--- src/hdl/upc_pkg.sv ---
package upc_pkg;
   // bus geometry
   localparam int ADDR_W = 4;
   localparam int DATA_W = 32;
   localparam logic [ADDR_W-1:0] OFS_POWER = 4'h0;
   localparam logic [ADDR_W-1:0] OFS_FLAGS = 4'h4;
   localparam logic [ADDR_W-1:0] OFS_ENABLES = 4'h8;

   // power control layout
   localparam int PWR_ON_BIT = 0;
   localparam int SUSPEND_BIT = 1;
   localparam int BUSY_BIT = 3;
   localparam int GUARD_BIT = 4;
   localparam int ACT_PEND_BIT = 7;

   // event flag / enable layout
   localparam int FLAG_W = 8;
   localparam int BIT_RST_DET = 0;
   localparam int BIT_ERR = 1;
   localparam int BIT_SOF = 2;
   localparam int BIT_TOKEN = 3;
   localparam int BIT_IDLE = 4;
   localparam int BIT_RESUME = 5;
   localparam int BIT_ATTACH = 6;
   localparam int BIT_STALL = 7;
   // error summary is read-only, never cleared by a flag-register write
   localparam logic [FLAG_W-1:0] W1C_MASK = 8'hFD;
   localparam logic [FLAG_W-1:0] FLAGS_RESET = 8'h00;
   localparam logic [FLAG_W-1:0] ENABLES_RESET = 8'h00;
   localparam logic [23:0] UPPER_ZERO = 24'h000000;

   // timing, clock at 40 MHz
   localparam int CLK_PERIOD_NS = 25;
   localparam int QUIET_TIME_NS = 2500;
   localparam int RESUME_TIME_NS = 2500;
   localparam int IDLE_TIME_MS = 3;
   localparam int QUIET_CYCLES = (QUIET_TIME_NS + CLK_PERIOD_NS - 1) / CLK_PERIOD_NS;
   localparam int RESUME_CYCLES = (RESUME_TIME_NS + CLK_PERIOD_NS - 1) / CLK_PERIOD_NS;
   localparam int IDLE_CYCLES =
      (IDLE_TIME_MS * 1000000 + CLK_PERIOD_NS - 1) / CLK_PERIOD_NS;
endpackage : upc_pkg

--- src/hdl/upc_line_timer.sv ---
`timescale 1ns/1ps
module upc_line_timer #(
   parameter int THRESH = 100,
   parameter int CW = $clog2(THRESH + 1)
) (
   // clock and reset
   input wire logic sys_clk,
   input wire logic rst,
   // condition to time
   input wire logic level,
   // results
   output logic reached,
   output logic hit
);
   typedef struct packed {
      logic [CW-1:0] count;
      logic reached;
      logic hit;
   } upc_lt_state_t;

   localparam logic [CW-1:0] LAST = CW'(THRESH - 1);

   upc_lt_state_t st_reg;
   upc_lt_state_t st_next;

   always_comb begin
      st_next = st_reg;
      st_next.hit = 1'b0;
      if (!level) begin
         st_next.count = '0;
         st_next.reached = 1'b0;
      end else if (!st_reg.reached) begin
         // fires once per unbroken stretch, never again until the level drops
         if (st_reg.count == LAST) begin
            st_next.reached = 1'b1;
            st_next.hit = 1'b1;
         end else begin
            st_next.count = st_reg.count + 1'b1;
         end
      end
   end

   always_ff @(posedge sys_clk or posedge rst) begin
      if (rst) begin
         st_reg <= '0;
      end else begin
         st_reg <= st_next;
      end
   end

   assign reached = st_reg.reached;
   assign hit = st_reg.hit;
endmodule : upc_line_timer

--- src/hdl/upc_power_irq.sv ---
// The placing of the registers and the strobed register port were chosen for this implementation.
`timescale 1ns/1ps
// Notes on behaviour
// - activity pending flag, read only
// - sleep guard blocks sleep on activity/pending
// - busy while active or not ready
// - suspend gates clock, transceiver low power
// - power off holds outputs, releases pins
// - hardware sets flags, write one clears all but error summary
// - error summary set by enabled errors only
// - stall flag on stall handshake
// - attach flag needs host, quiet, not SE0
// - resume flag after K-state 2.5 us
// - idle flag after 3 ms idle
// - token flag; clearing advances status FIFO
// - frame start flag on SOF or threshold
// - device mode bit 0 is bus reset
// - host mode bit 0 is detach
// - enables mirror flag layout, read/write
// - error interrupt needs its enable
// - unimplemented bits read zero
module upc_power_irq #(
   parameter int IDLE_CYCLES = upc_pkg::IDLE_CYCLES
) (
   // clock and reset
   input wire logic sys_clk,
   input wire logic rst,
   // register port
   input wire logic [upc_pkg::ADDR_W-1:0] addr,
   input wire logic [upc_pkg::DATA_W-1:0] wr_data,
   input wire logic wr_en,
   input wire logic rd_en,
   output logic [upc_pkg::DATA_W-1:0] rd_data,
   // cable line state, asynchronous
   input wire logic dp_in,
   input wire logic dm_in,
   // protocol engine events and state
   input wire logic host_mode_enable,
   input wire logic bus_activity,
   input wire logic stall_rx,
   input wire logic stall_tx,
   input wire logic token_done,
   input wire logic sof_rx,
   input wire logic sof_threshold,
   input wire logic bus_reset_seen,
   input wire logic attach_seen,
   input wire logic detach_seen,
   input wire logic [7:0] err_cond,
   input wire logic [7:0] err_enable,
   input wire logic err_clear,
   input wire logic core_active,
   input wire logic core_ready,
   // power and system
   output logic module_irq_request,
   output logic sleep_block,
   output logic usb_clk_enable,
   output logic xcvr_low_power,
   output logic pins_owned,
   output logic analog_enable,
   output logic outputs_enable,
   output logic stat_fifo_advance
);
   typedef struct packed {
      logic power_on;
      logic suspend;
      logic guard;
      logic busy;
      logic act_pend;
      logic [upc_pkg::FLAG_W-1:0] flags;
      logic [upc_pkg::FLAG_W-1:0] enables;
      logic irq;
      logic sleep_block;
      logic clk_en;
      logic xcvr_lp;
      logic pins_owned;
      logic analog_en;
      logic outputs_en;
      logic stat_adv;
      logic [upc_pkg::DATA_W-1:0] rdata;
      logic dp_s1;
      logic dp_s2;
      logic dm_s1;
      logic dm_s2;
   } upc_state_t;

   upc_state_t st_reg;
   upc_state_t st_next;

   logic quiet_ok;
   logic resume_hit;
   logic idle_hit;
   logic k_state;
   logic j_state;
   logic se0_state;

   // line decoding uses only the second sync stage
   assign k_state = !st_reg.dp_s2 && st_reg.dm_s2;
   assign j_state = st_reg.dp_s2 && !st_reg.dm_s2;
   assign se0_state = !st_reg.dp_s2 && !st_reg.dm_s2;

   upc_line_timer #(.THRESH(upc_pkg::QUIET_CYCLES)) u_quiet (
      .sys_clk(sys_clk),
      .rst(rst),
      .level(!bus_activity),
      .reached(quiet_ok),
      .hit()
   );

   upc_line_timer #(.THRESH(upc_pkg::RESUME_CYCLES)) u_resume (
      .sys_clk(sys_clk),
      .rst(rst),
      .level(k_state),
      .reached(),
      .hit(resume_hit)
   );

   upc_line_timer #(.THRESH(IDLE_CYCLES)) u_idle (
      .sys_clk(sys_clk),
      .rst(rst),
      .level(j_state),
      .reached(),
      .hit(idle_hit)
   );

   logic wr_power;
   logic wr_flags;
   logic wr_enables;
   logic [upc_pkg::FLAG_W-1:0] set_vec;
   logic [upc_pkg::FLAG_W-1:0] clr_vec;
   logic run;

   assign wr_power = wr_en && (addr == upc_pkg::OFS_POWER);
   assign wr_flags = wr_en && (addr == upc_pkg::OFS_FLAGS);
   assign wr_enables = wr_en && (addr == upc_pkg::OFS_ENABLES);
   // events are only meaningful while the module is powered
   assign run = st_reg.power_on;

   always_comb begin
      set_vec = '0;
      set_vec[upc_pkg::BIT_STALL] = run &&
         ((host_mode_enable && stall_rx) || (!host_mode_enable && stall_tx));
      set_vec[upc_pkg::BIT_ATTACH] = run && host_mode_enable && attach_seen &&
         quiet_ok && !bus_activity && !se0_state;
      // resume must be seen while suspended, so suspend does not gate it
      set_vec[upc_pkg::BIT_RESUME] = run && resume_hit;
      set_vec[upc_pkg::BIT_IDLE] = run && idle_hit;
      set_vec[upc_pkg::BIT_TOKEN] = run && token_done;
      set_vec[upc_pkg::BIT_SOF] = run &&
         ((!host_mode_enable && sof_rx) || (host_mode_enable && sof_threshold));
      set_vec[upc_pkg::BIT_ERR] = run && |(err_cond & err_enable);
      set_vec[upc_pkg::BIT_RST_DET] = run &&
         (host_mode_enable ? detach_seen : bus_reset_seen);
   end

   always_comb begin
      clr_vec = '0;
      if (wr_flags) begin
         clr_vec = wr_data[upc_pkg::FLAG_W-1:0] & upc_pkg::W1C_MASK;
      end
      clr_vec[upc_pkg::BIT_ERR] = err_clear;
   end

   always_comb begin
      st_next = st_reg;
      st_next.dp_s1 = dp_in;
      st_next.dp_s2 = st_reg.dp_s1;
      st_next.dm_s1 = dm_in;
      st_next.dm_s2 = st_reg.dm_s1;

      if (wr_power) begin
         st_next.power_on = wr_data[upc_pkg::PWR_ON_BIT];
         st_next.suspend = wr_data[upc_pkg::SUSPEND_BIT];
         st_next.guard = wr_data[upc_pkg::GUARD_BIT];
      end
      if (wr_enables) begin
         st_next.enables = wr_data[upc_pkg::FLAG_W-1:0];
      end

      // a set in the same cycle as its clear wins
      st_next.flags = (st_reg.flags & ~clr_vec) | set_vec;
      st_next.stat_adv = wr_flags && wr_data[upc_pkg::BIT_TOKEN] &&
         st_reg.flags[upc_pkg::BIT_TOKEN];

      // unmasked flags feed the request, error included only via its enable
      st_next.irq = |(st_reg.flags & st_reg.enables);

      // pending from activity until an interrupt goes out; set wins
      if (bus_activity && run) begin
         st_next.act_pend = 1'b1;
      end else if (st_reg.irq) begin
         st_next.act_pend = 1'b0;
      end

      st_next.busy = st_reg.power_on || core_active || !core_ready;
      st_next.sleep_block = st_reg.guard &&
         (bus_activity || st_reg.act_pend || st_reg.irq);

      st_next.clk_en = st_reg.power_on && !st_reg.suspend;
      st_next.xcvr_lp = !st_reg.power_on || st_reg.suspend;
      st_next.pins_owned = st_reg.power_on;
      st_next.analog_en = st_reg.power_on;
      st_next.outputs_en = st_reg.power_on && !st_reg.suspend;

      // read answer in the next cycle; unused bits stay zero
      st_next.rdata = '0;
      if (rd_en) begin
         unique case (addr)
            upc_pkg::OFS_POWER: begin
               st_next.rdata[upc_pkg::PWR_ON_BIT] = st_reg.power_on;
               st_next.rdata[upc_pkg::SUSPEND_BIT] = st_reg.suspend;
               st_next.rdata[upc_pkg::BUSY_BIT] = st_reg.busy;
               st_next.rdata[upc_pkg::GUARD_BIT] = st_reg.guard;
               st_next.rdata[upc_pkg::ACT_PEND_BIT] = st_reg.act_pend;
            end
            upc_pkg::OFS_FLAGS: begin
               st_next.rdata = {upc_pkg::UPPER_ZERO, st_reg.flags};
            end
            upc_pkg::OFS_ENABLES: begin
               st_next.rdata = {upc_pkg::UPPER_ZERO, st_reg.enables};
            end
            default: begin
               st_next.rdata = '0;
            end
         endcase
      end
   end

   always_ff @(posedge sys_clk or posedge rst) begin
      if (rst) begin
         st_reg <= '0;
      end else begin
         st_reg <= st_next;
      end
   end

   assign rd_data = st_reg.rdata;
   assign module_irq_request = st_reg.irq;
   assign sleep_block = st_reg.sleep_block;
   assign usb_clk_enable = st_reg.clk_en;
   assign xcvr_low_power = st_reg.xcvr_lp;
   assign pins_owned = st_reg.pins_owned;
   assign analog_enable = st_reg.analog_en;
   assign outputs_enable = st_reg.outputs_en;
   assign stat_fifo_advance = st_reg.stat_adv;

   // checks
   property p_busy_on;
      @(posedge sys_clk) disable iff (rst)
      st_reg.power_on |=> st_reg.busy;
   endproperty
   a_busy_on: assert property (p_busy_on) else $error("busy low while on");

   property p_busy_free;
      @(posedge sys_clk) disable iff (rst)
      (!st_reg.power_on && !core_active && core_ready) |=> !st_reg.busy;
   endproperty
   a_busy_free: assert property (p_busy_free) else $error("busy stuck");

   property p_guard_off;
      @(posedge sys_clk) disable iff (rst)
      !st_reg.guard |=> !sleep_block;
   endproperty
   a_guard_off: assert property (p_guard_off) else $error("sleep blocked");

   property p_guard_on;
      @(posedge sys_clk) disable iff (rst)
      (st_reg.guard && bus_activity) |=> sleep_block;
   endproperty
   a_guard_on: assert property (p_guard_on) else $error("sleep not blocked");

   property p_suspend;
      @(posedge sys_clk) disable iff (rst)
      st_reg.suspend |=> (!usb_clk_enable && xcvr_low_power);
   endproperty
   a_suspend: assert property (p_suspend) else $error("clock not gated");

   property p_off;
      @(posedge sys_clk) disable iff (rst)
      !st_reg.power_on |=> (!pins_owned && !analog_enable && !outputs_enable);
   endproperty
   a_off: assert property (p_off) else $error("outputs active while off");

   property p_w1c;
      @(posedge sys_clk) disable iff (rst)
      (wr_flags && set_vec == '0) |=>
         (st_reg.flags & $past(wr_data[7:0]) & upc_pkg::W1C_MASK) == '0;
   endproperty
   a_w1c: assert property (p_w1c) else $error("flag not cleared");

   property p_w0_keep;
      @(posedge sys_clk) disable iff (rst)
      (wr_flags && wr_data[7:0] == 8'h00 && !err_clear) |=>
         (st_reg.flags & $past(st_reg.flags)) == $past(st_reg.flags);
   endproperty
   a_w0_keep: assert property (p_w0_keep) else $error("zero write cleared");

   property p_err_src;
      @(posedge sys_clk) disable iff (rst)
      $rose(st_reg.flags[upc_pkg::BIT_ERR]) |-> $past(|(err_cond & err_enable));
   endproperty
   a_err_src: assert property (p_err_src) else $error("error set unmasked");

   property p_attach;
      @(posedge sys_clk) disable iff (rst)
      $rose(st_reg.flags[upc_pkg::BIT_ATTACH]) |->
         $past(host_mode_enable && quiet_ok && !bus_activity && !se0_state);
   endproperty
   a_attach: assert property (p_attach) else $error("bad attach");

   property p_bit0;
      @(posedge sys_clk) disable iff (rst)
      $rose(st_reg.flags[upc_pkg::BIT_RST_DET]) |->
         $past(host_mode_enable ? detach_seen : bus_reset_seen);
   endproperty
   a_bit0: assert property (p_bit0) else $error("bit 0 wrong source");

   property p_stat_adv;
      @(posedge sys_clk) disable iff (rst)
      (wr_flags && wr_data[upc_pkg::BIT_TOKEN] && st_reg.flags[upc_pkg::BIT_TOKEN])
         |=> stat_fifo_advance ##1 !stat_fifo_advance;
   endproperty
   a_stat_adv: assert property (p_stat_adv) else $error("fifo not advanced");

   property p_irq;
      @(posedge sys_clk) disable iff (rst)
      (|(st_reg.flags & st_reg.enables)) |=> module_irq_request;
   endproperty
   a_irq: assert property (p_irq) else $error("irq missing");

   property p_irq_low;
      @(posedge sys_clk) disable iff (rst)
      !(|(st_reg.flags & st_reg.enables)) |=> !module_irq_request;
   endproperty
   a_irq_low: assert property (p_irq_low) else $error("irq spurious");

   property p_rd_zero;
      @(posedge sys_clk) disable iff (rst)
      (rd_en && addr == upc_pkg::OFS_POWER) |=>
         (rd_data[31:8] == 24'h000000 && rd_data[6:5] == 2'h0 && !rd_data[2]);
   endproperty
   a_rd_zero: assert property (p_rd_zero) else $error("reserved bit set");

   property p_rd_en;
      @(posedge sys_clk) disable iff (rst)
      (rd_en && addr == upc_pkg::OFS_ENABLES) |=>
         rd_data == {24'h000000, $past(st_reg.enables)};
   endproperty
   a_rd_en: assert property (p_rd_en) else $error("enable readback");

   property p_pend;
      @(posedge sys_clk) disable iff (rst)
      (bus_activity && run) |=> st_reg.act_pend;
   endproperty
   a_pend: assert property (p_pend) else $error("pending not set");

   c_irq: cover property (@(posedge sys_clk) disable iff (rst) $rose(module_irq_request));
   c_stall: cover property (@(posedge sys_clk) disable iff (rst)
      $rose(st_reg.flags[upc_pkg::BIT_STALL]));
   c_resume: cover property (@(posedge sys_clk) disable iff (rst)
      st_reg.suspend && $rose(st_reg.flags[upc_pkg::BIT_RESUME]));
   c_fifo: cover property (@(posedge sys_clk) disable iff (rst) stat_fifo_advance);
endmodule : upc_power_irq

--- config.mk ---
export PLATFORM = sky130hd
export DESIGN_NAME = upc_power_irq
export DESIGN_NICKNAME = d
export VERILOG_FILES = /design/src/hdl/upc_pkg.sv /design/src/hdl/upc_line_timer.sv /design/src/hdl/upc_power_irq.sv
export SDC_FILE = /design/constraint.sdc
export NUM_CORES = 1
export LEC_CHECK = 0
export BUFFER_PORTS_ARGS = -buffer_cell sky130_fd_sc_hd__buf_2
export CAP_MARGIN = 10
export CORE_UTILIZATION = 39
export CTS_CLUSTER_DIAMETER = 150
export CTS_CLUSTER_SIZE = 16
export DETAILED_ROUTE_END_ITERATION = 6
export GPL_TIMING_DRIVEN = 0
export HOLD_SLACK_MARGIN = 0.1
export SYNTH_ARGS = -nofsm -noshare
export SYNTH_HDL_FRONTEND = slang
export SYNTH_SLANG_ARGS = --single-unit
--- constraint.sdc ---
create_clock -name sys_clk -period 2.87 [get_ports sys_clk]
set_input_delay 0 -clock sys_clk [delete_from_list [all_inputs] [get_ports sys_clk]]
set_output_delay 0 -clock sys_clk [all_outputs]
set_load 0.05 [all_outputs]
==> results of run 1 <==
cell families after synthesis:
logic type	count (synthesis)
flip-flops	75
AO/OA/AOI/OAI	50
multiplexers	23
other	1
XOR/XNOR	14
buffers and inverters	52
adder cells (fa/ha/maj)	3
AND/OR/NAND/NOR	131
metal layers:
metal	wire, µm	vias to the layer above
met3	304	5
met1	3450	1362
met2	3740	67
li1	-	1422
met5	0	-
met4	63	0
how the worst max path moves through the flow:
| stage | from | endpoint | cells past startpoint |
|---|---|---|---|
| floorplan | rst | analog_enable$_DFF_PP0_ | 1 |
| global placement | rst | rd_data[0]$_DFF_PP0_ | 2 |
| detailed placement | u_idle.st_reg[2]$_DFFE_PP0P_ | u_idle.st_reg[3]$_DFFE_PP0P_ | 6 |
| CTS | run$_DFFE_PP0P_ | st_reg[58]$_DFF_PP0_ | 5 |
| global route | run$_DFFE_PP0P_ | st_reg[58]$_DFF_PP0_ | 5 |
| finish | run$_DFFE_PP0P_ | st_reg[58]$_DFF_PP0_ | 5 |
worst max-delay path: cells and delay by family, from the launching register on:
family / cells / cell delay, ns
buffers and inverters: 3 / 1.59
DFF: 1 / 0.40
and+or+nand+nor: 1 / 0.15
AOI/OAI and AO/OA: 1 / 0.12
through the flow:
step	cell area, µm²	hold slack, ns
CTS	4660	0.128
finish	4660	0.134
floorplan	3740	0.0314
global route	4660	0.167
global placement	4180	0.109
detailed placement	4210	-0.0399
cell usage in the layout (no fill, tap or decap), types with 8 or more instances in the layout:
master | synthesis | final
buf_4 | 34 | 34
a22oi_1 | 11 | 11
mux2_2 | 14 | 14
dfrtp_1 | 75 | 75
o21ai_0 | 8 | 8
nor2_1 | 38 | 38
clkbuf_1 | 10 | 10
dlygate4sd3_1 | 0 | 27
conb_1 | 1 | 24
clkbuf_8 | 0 | 9
buf_2 | 2 | 62
nand2_1 | 29 | 29
a21oi_1 | 13 | 13
mux2i_1 | 9 | 9
nand4b_1 | 8 | 8
cells in the mapped netlist, types with 7 or more instances:
master / n / share of area [%]
dfrtp_1: 75 / 51
nor2_1: 38 / 3.9
buf_4: 34 / 7.0
nand2_1: 29 / 3.0
mux2_2: 14 / 4.3
a21oi_1: 13 / 1.8
a22oi_1: 11 / 2.3
clkbuf_1: 10 / 1.0
mux2i_1: 9 / 2.5
nand4b_1: 8 / 1.9
o21ai_0: 8 / 1.1
or4_1: 7 / 1.4
xnor2_1: 7 / 1.7
xor2_1: 7 / 1.7
power groups by stage:
stage / combinational [µW] / clock [µW] / sequential, µW
2_1_floorplan: 292 / 0 / 1270
3_3_place_gp: 450 / 0 / 1220
3_5_place_dp: 461 / 0 / 1220
4_1_cts: 495 / 789 / 1200
5_1_grt: 534 / 832 / 1210
6_report: 491 / 758 / 1200
area by class of cell:
cell class,instances,area [µm²]
buffer,46,303
clock buffer,9,124
clock inverter,5,56.3
fill,798,4230
inverter,6,25.0
multi-input combinational,245,1540
sequential,75,1880
tap,108,135
timing repair buffer,88,598
==> results.cfg, run 1 <==
[run_status]
status = finished, final reports clean

[logic_synthesis]
synth_ff_type = dfrtp_1
avgSynthCellArea_um2 = 10.5
synth_mux_area_share_pct = 6.77
synth_cell_types = 42
yosys_warnings = 0
synth-simple-area-share_pct = 19.6
synthAdderAreaFrac_pct = 1.03
synth_area_um2 = 3660
synth-xor-area-share_pct = 3.35
synth_cells = 349
synth_edf_count = 0
synth_compound_area_share_pct = 8.93
synth_top_family_by_area = simple AND/OR/NAND/NOR gates
async_reset_ff_share_pct = 100
ys_ff_latch = 75
seq_area_frac_synth_pct = 51.3

[global_routing]
grtUsageMet3_pct = 4.75
antenna_found_initial = 0
track_usage_pct = 16.4
use_met2_pct = 27.9
grt_pass1_wl_um = 12700
grt.busiest_layer = met2
grt_pass1_vias = 2696
grt_max_degree = 59
grt_overflow = 0
globalRouteMet1Util_pct = 20.6

[power]
p_sw_share_pct = 30.0
share_comb_of_total_power_pct = 20.1
power_frac_clock_pct = 31.0
power_switching_uw = 734
p_leak_uw = 0.00220
intPower_uw = 1710
power.total_uw = 2450
powerDensity_nw_per_um2 = 525
ir_drop_uv = 270
seq_power_share_pct = 49.0

[finish]
drive_above_1_share_pct = 27.4
synthToLayoutAreaGrowth_pct = 27.4
final_core_util_pct = 52.4
antenna_cells = 0
largest_reg_flops = 22
final_cells = 582
final_nets = 545

[drt]
via_per_inst = 4.91
post_drt_wl_per_cell_um = 13.0
drt-pass1-iter-count = 4
drc = 0
routed_wl_um = 7560
postRouteAntennaNets = 0
drt_iter0_drc = 62
num_vias = 2856

[die]
dieArea_um2 = 9770
pin_count = 111
initial_core_util_pct = 41.1
die_w_um = 98.9
rows = 34
die_h_um = 98.9
coreArea_um2 = 8890

[min_path]
hold_path.startpoint = addr[0]
min_path_cells = 4
min_path_type = in -> reg
min_to = rd_data[7]$_DFF_PP0_

[clock_network]
clk_latency_ns = 0.34
cts_buffer_depth = 2
cts_max_level = 3
cts_buffers = 9
cts_tree = built
clk_pin_slew_ns = 0.08
post-cts-setup-buffers = 0
clkSinkCount = 75
clock-root-buffer = clkbuf_8
post_cts_resized = 0
postCtsHoldBufs = 27

[critical_path]
worst_path_most_repeated_cell = dlygate4sd3_1
start_kind = flop
r2r-end = st_reg[58]$_DFF_PP0_
slowest_stage = dlygate4sd3_1
worstPathCellList = clkbuf_1, nand4b_1, dlygate4sd3_1, o2bb2ai_1, dlygate4sd3_1
worst-setup-path-type = reg -> reg
cp.required_ns = 3.15
rrSetupSlack_ns = 0.55
slowest_delay_ns = 0.59
r2r_start = run$_DFFE_PP0P_
crit_arrival_ns = 2.60
cp-end-kind = flop
reg2reg_depth = 5
crit_fanout = 10

[sta]
tns_ns = 0
fin_ws_ns = 0.549
timing.fmax_mhz = 431
min_period_ns = 2.32
fin_skew_ns = 0.00889
hold_viol_final = 0
tightest_slew_ns = 0.547
post-route-period-util_pct = 80.9
max_slew_margin_pct = 63.5
maxSlewViolCount = 0
grt_setup_unrepaired = no
finalSetupViolations = 0

[placed_design]
globalplace.congestion = 0.832
pre_cts_ws_ns = 0.903
io_buffers = 60
dp_hpwl_um = 5240
dpl.cell_count = 541

[run]
drv_cap = 0
Note: power is estimated with default switching activity, not from simulation.
==> run 2: changes to the inputs <==
- PLACE_DENSITY: unset -> 0.66
- clock period: 2.87 -> 2 ns (I/O delays scaled with it)
==> results.cfg, run 2 (synthesized netlist as in run 1, its figures left out) <==
[run_status]
status = finished, final reports clean

[min_path]
min_path_cells = 4
hold_path.startpoint = addr[0]
min_to = rd_data[4]$_DFF_PP0_
min_path_type = in -> reg

[die]
coreArea_um2 = 8890
pin_count = 111
die_w_um = 98.9
dieArea_um2 = 9770
die_h_um = 98.9
initial_core_util_pct = 41.1
rows = 34

[clock_network]
cts_buffer_depth = 2
clock-root-buffer = clkbuf_8
post-cts-setup-buffers = 0
cts_tree = built
cts_buffers = 9
clk_pin_slew_ns = 0.08
clk_latency_ns = 0.34
cts_max_level = 3
clkSinkCount = 75

[drt]
via_per_inst = 4.94
post_drt_wl_per_cell_um = 13.2
routed_wl_um = 7710
postRouteAntennaNets = 0
drt_iter0_drc = 171
drt-pass1-iter-count = 4
drc = 0
num_vias = 2886

[placed_design]
pre_cts_ws_ns = -0.0824
dp_hpwl_um = 5270
globalplace.congestion = 0.844
io_buffers = 60

[finish]
final_cell_mix = dfrtp_1 (75), buf_2 (62), nor2_1 (38), buf_4 (34), nand2_1 (29)
regArea_um2 = 1880
drive_above_1_share_pct = 27.7
synthToLayoutAreaGrowth_pct = 28.7
fill_cells = 784
largest_reg_flops = 22
final_nets = 545
antenna_cells = 0
final_common_cell = dfrtp_1
multi_input_area_um2 = 1570

[critical_path]
crit_arrival_ns = 2.23
rrSetupSlack_ns = 0.05
start_kind = flop
r2r-end = u_idle.st_reg[18]$_DFFE_PP0P_
slowest_delay_ns = 0.55
r2r_start = u_idle.st_reg[2]$_DFFE_PP0P_
crit_buf_inv = 0
cp-end-kind = flop
crit_family = simple AND/OR/NAND/NOR gates
reg2reg_depth = 5
crit_fanout = 7
worst-setup-path-type = reg -> reg
slowest_stage = or4_4
cp.required_ns = 2.28
worstPathCellList = ha_1, nand4_4, or4_4, or4_1, nand2_1

[power]
ir_drop_uv = 396
p_leak_uw = 0.00223
powerDensity_nw_per_um2 = 766

[sta]
min_period_ns = 1.95
maxSlewViolCount = 0
fin_skew_ns = 0.00800
timing.fmax_mhz = 513
tightest_slew_ns = 0.556
finalSetupViolations = 0
post-route-period-util_pct = 97.4
hold_viol_final = 0
max_slew_margin_pct = 62.7
fin_hold_ws_ns = 0.118
fin_ws_ns = 0.0517

[global_routing]
grt_max_degree = 76
grt_pass1_vias = 2785
antenna_found_initial = 0
grt_pass1_wl_um = 13100
grt_overflow = 0
track_usage_pct = 16.7

[run]
drv_cap = 0
[run 2: timing repair]
item	CTS	global route
hold buffers	27	0
endpoints found under the setup margin	8	7
gates resized for setup	1	2
hold endpoints to repair	106	0
[run 2: layer usage]
metal / vias up / wire length [µm] / track usage (%)
li1: 1424 / - / -
met1: 1385 / 3540 / 21.2
met2: 73 / 3820 / 28.5
met3: 4 / 315 / 3.97
met4: 0 / 33 / 4.36
met5: - / 0 / 0
[run 2: worst max path at each step]
stage | start | endpoint | slack [ns] | cells after the start
6_report | u_idle.st_reg[2]$_DFFE_PP0P_ | u_idle.st_reg[18]$_DFFE_PP0P_ | 0.05 | 5
3_5_place_dp | u_idle.st_reg[2]$_DFFE_PP0P_ | u_idle.st_reg[3]$_DFFE_PP0P_ | -0.08 | 6
2_1_floorplan | rst | analog_enable$_DFF_PP0_ | 0.09 | 1
5_1_grt | u_idle.st_reg[2]$_DFFE_PP0P_ | u_idle.st_reg[18]$_DFFE_PP0P_ | -0.02 | 5
3_3_place_gp | rst | run$_DFFE_PP0P_ | -0.74 | 2
4_1_cts | u_idle.st_reg[2]$_DFFE_PP0P_ | u_idle.st_reg[3]$_DFFE_PP0P_ | 0.04 | 6
[run 2: where the power goes]
| group | internal [µW] | leakage [µW] | switching (µW) | total (µW) |
|---|---|---|---|---|
| Combinational | 271 | 0.00115 | 436 | 707 |
| Clock | 618 | 0.000104 | 563 | 1180 |
| Sequential | 1630 | 0.000976 | 89.8 | 1720 |
[run 2: layout make-up]
cell class / instances / area share [%]
Tap cell: 108 / 2.87
Timing Repair Buffer: 88 / 12.7
Buffer: 46 / 6.43
Inverter: 6 / 0.532
Clock inverter: 5 / 1.30
Sequential cell: 75 / 39.9
Multi-Input combinational cell: 245 / 33.3
Clock buffer: 11 / 3.00
[run 2: worst reg2reg max path, stage by stage, from the launching register on]
cell and delay (ns):
dfrtp_1 0.40, ha_1 0.27, nand4_4 0.19, or4_4 0.55, or4_1 0.41, nand2_1 0.07
[run 2: per-stage QoR]
step	std cells	total power, µW	util, %	instance area [µm²]	TNS [ns]
after CTS	584	3640	52.7	4690	0
final	584	3610	52.9	4710	0
after global routing	584	3790	52.9	4710	-0.0175
after detailed placement	541	2410	47.4	4210	-0.251
after global placement	540	2390	47.0	4180	-55.48
after floorplan	372	2230	-	3740	0
==> run 3: changes to the inputs <==
- CORE_UTILIZATION: 39 -> 46
- PLACE_DENSITY: 0.66 -> 0.76
- RECOVER_POWER: unset -> 50
==> results.cfg, run 3 (synthesized netlist as in run 1, its figures left out) <==
[run_status]
status = finished with violations
violations = max-capacitance violations

[clock_network]
cts_max_level = 3
cts_tree = built
clkSinkCount = 75
clk_pin_slew_ns = 0.08
clock-root-buffer = clkbuf_8
cts_buffer_depth = 2
cts_buffers = 9
clk_latency_ns = 0.34

[placed_design]
pre_cts_ws_ns = -0.0493
dp_hpwl_um = 5070
globalplace.congestion = 0.899
io_buffers = 60

[die]
initial_core_util_pct = 47.3
coreArea_um2 = 7730
die_w_um = 91.2
pin_count = 111
rows = 32
die_h_um = 91.2
dieArea_um2 = 8310

[sta]
min_period_ns = 1.93
hold_viol_final = 0
tightest_slew_ns = 1.49
fin_skew_ns = 0.00572
finalSetupViolations = 0
fin_ws_ns = 0.0740
post-route-period-util_pct = 96.3
grt_setup_unrepaired = no
fin_hold_ws_ns = 0.114
tns_ns = 0
maxSlewViolCount = 0
max_slew_margin_pct = 0.209
timing.fmax_mhz = 519

[finish]
final_common_cell = dfrtp_1
synthToLayoutAreaGrowth_pct = 26.1
final_nets = 544
antenna_cells = 0
final_cell_mix = dfrtp_1 (75), buf_2 (45), nor2_1 (38), buf_4 (34), nand2_1 (29)
final_core_util_pct = 59.7
drive_above_1_share_pct = 23.8
largest_reg_flops = 22

[drt]
drc = 0
postRouteAntennaNets = 0
routed_wl_um = 7440
drt-pass1-iter-count = 4
num_vias = 2873
drt_iter0_drc = 101
post_drt_wl_per_cell_um = 12.9
via_per_inst = 4.99

[global_routing]
track_usage_pct = 19.0
globalRouteMet1Util_pct = 22.1
grt_overflow = 0
grt_pass1_vias = 2805
grt_max_degree = 76
use_met2_pct = 33.0
antenna_found_initial = 0
grt.busiest_layer = met2
grtUsageMet3_pct = 4.77
grt_pass1_wl_um = 12500

[critical_path]
cp-end-kind = flop
crit_buf_inv = 0
slowest_delay_ns = 0.54
worst-setup-path-type = reg -> reg
crit_family = simple AND/OR/NAND/NOR gates
crit_arrival_ns = 2.21
worstPathCellList = ha_1, nand4_4, or4_4, or4_1, nand2_1
cp.required_ns = 2.28
slowest_stage = or4_4
start_kind = flop
crit_fanout = 7

[power]
p_leak_uw = 0.00214
powerDensity_nw_per_um2 = 745
ir_drop_uv = 358
power.total_uw = 3440

[min_path]
min_path_type = in -> reg

[run]
drv_cap = 1
## run 3: worst paths after layout
path | start | to | slack, ns | cells after the start
min in group asynchronous | rst | u_resume.st_reg[3]$_DFFE_PP0P_ | 0.65 | 3
worst min-delay path | addr[0] | rd_data[0]$_DFF_PP0_ | 0.11 | 4
worst max register to register | u_idle.st_reg[2]$_DFFE_PP0P_ | u_idle.st_reg[18]$_DFFE_PP0P_ | 0.07 | 5
worst min register to register | st_next[2]$_DFF_PP0_ | st_reg[2]$_DFF_PP0_ | 0.35 | 0
worst max-delay path | u_idle.st_reg[2]$_DFFE_PP0P_ | u_idle.st_reg[18]$_DFFE_PP0P_ | 0.07 | 5
max in group asynchronous | rst | u_resume.st_reg[8]$_DFFE_PP0P_ | 0.45 | 3
## run 3: repair_timing
| item | in CTS | in global routing |
|---|---|---|
| setup buffers | 0 | 0 |
| gates resized for setup | 1 | 2 |
| endpoints found under the setup margin | 6 | 8 |
| hold endpoints to repair | 106 | 0 |
| hold buffers | 27 | 0 |
## run 3: metal layers
layer / vias up / part of all wire (%)
met2: 65 / 50
met1: 1368 / 45
met5: - / 0
li1: 1430 / -
met4: 0 / 1.7
met3: 10 / 3.8
## run 3: area by class of cell
type / count / area (µm²)
clock buffer: 11 / 141
clock inverter: 4 / 26.3
fill: 647 / 3110
inverter: 6 / 22.5
tap: 102 / 128
multi-input combinational: 245 / 1570
buffer: 46 / 303
sequential: 75 / 1880
timing repair buffer: 87 / 549
## run 3: worst register-to-register path, stage by stage (launching register included)
cell     delay [ns]
dfrtp_1        0.40
ha_1           0.27
nand4_4        0.19
or4_4          0.54
or4_1          0.40
nand2_1        0.07
## run 3: power by group
group | internal (µW) | total (µW) | switching [µW]
Sequential | 1630 | 1720 | 91.4
Clock | 478 | 1020 | 545
Combinational | 253 | 691 | 438
Total | 2360 | 3440 | 1070
## run 3: metrics by stage
step | cell area [µm²] | std cells
final | 4610 | 576
after CTS | 4620 | 576
after floorplan | 3740 | 372
after detailed placement | 4180 | 534
after global placement | 4170 | 534
after global routing | 4610 | 576
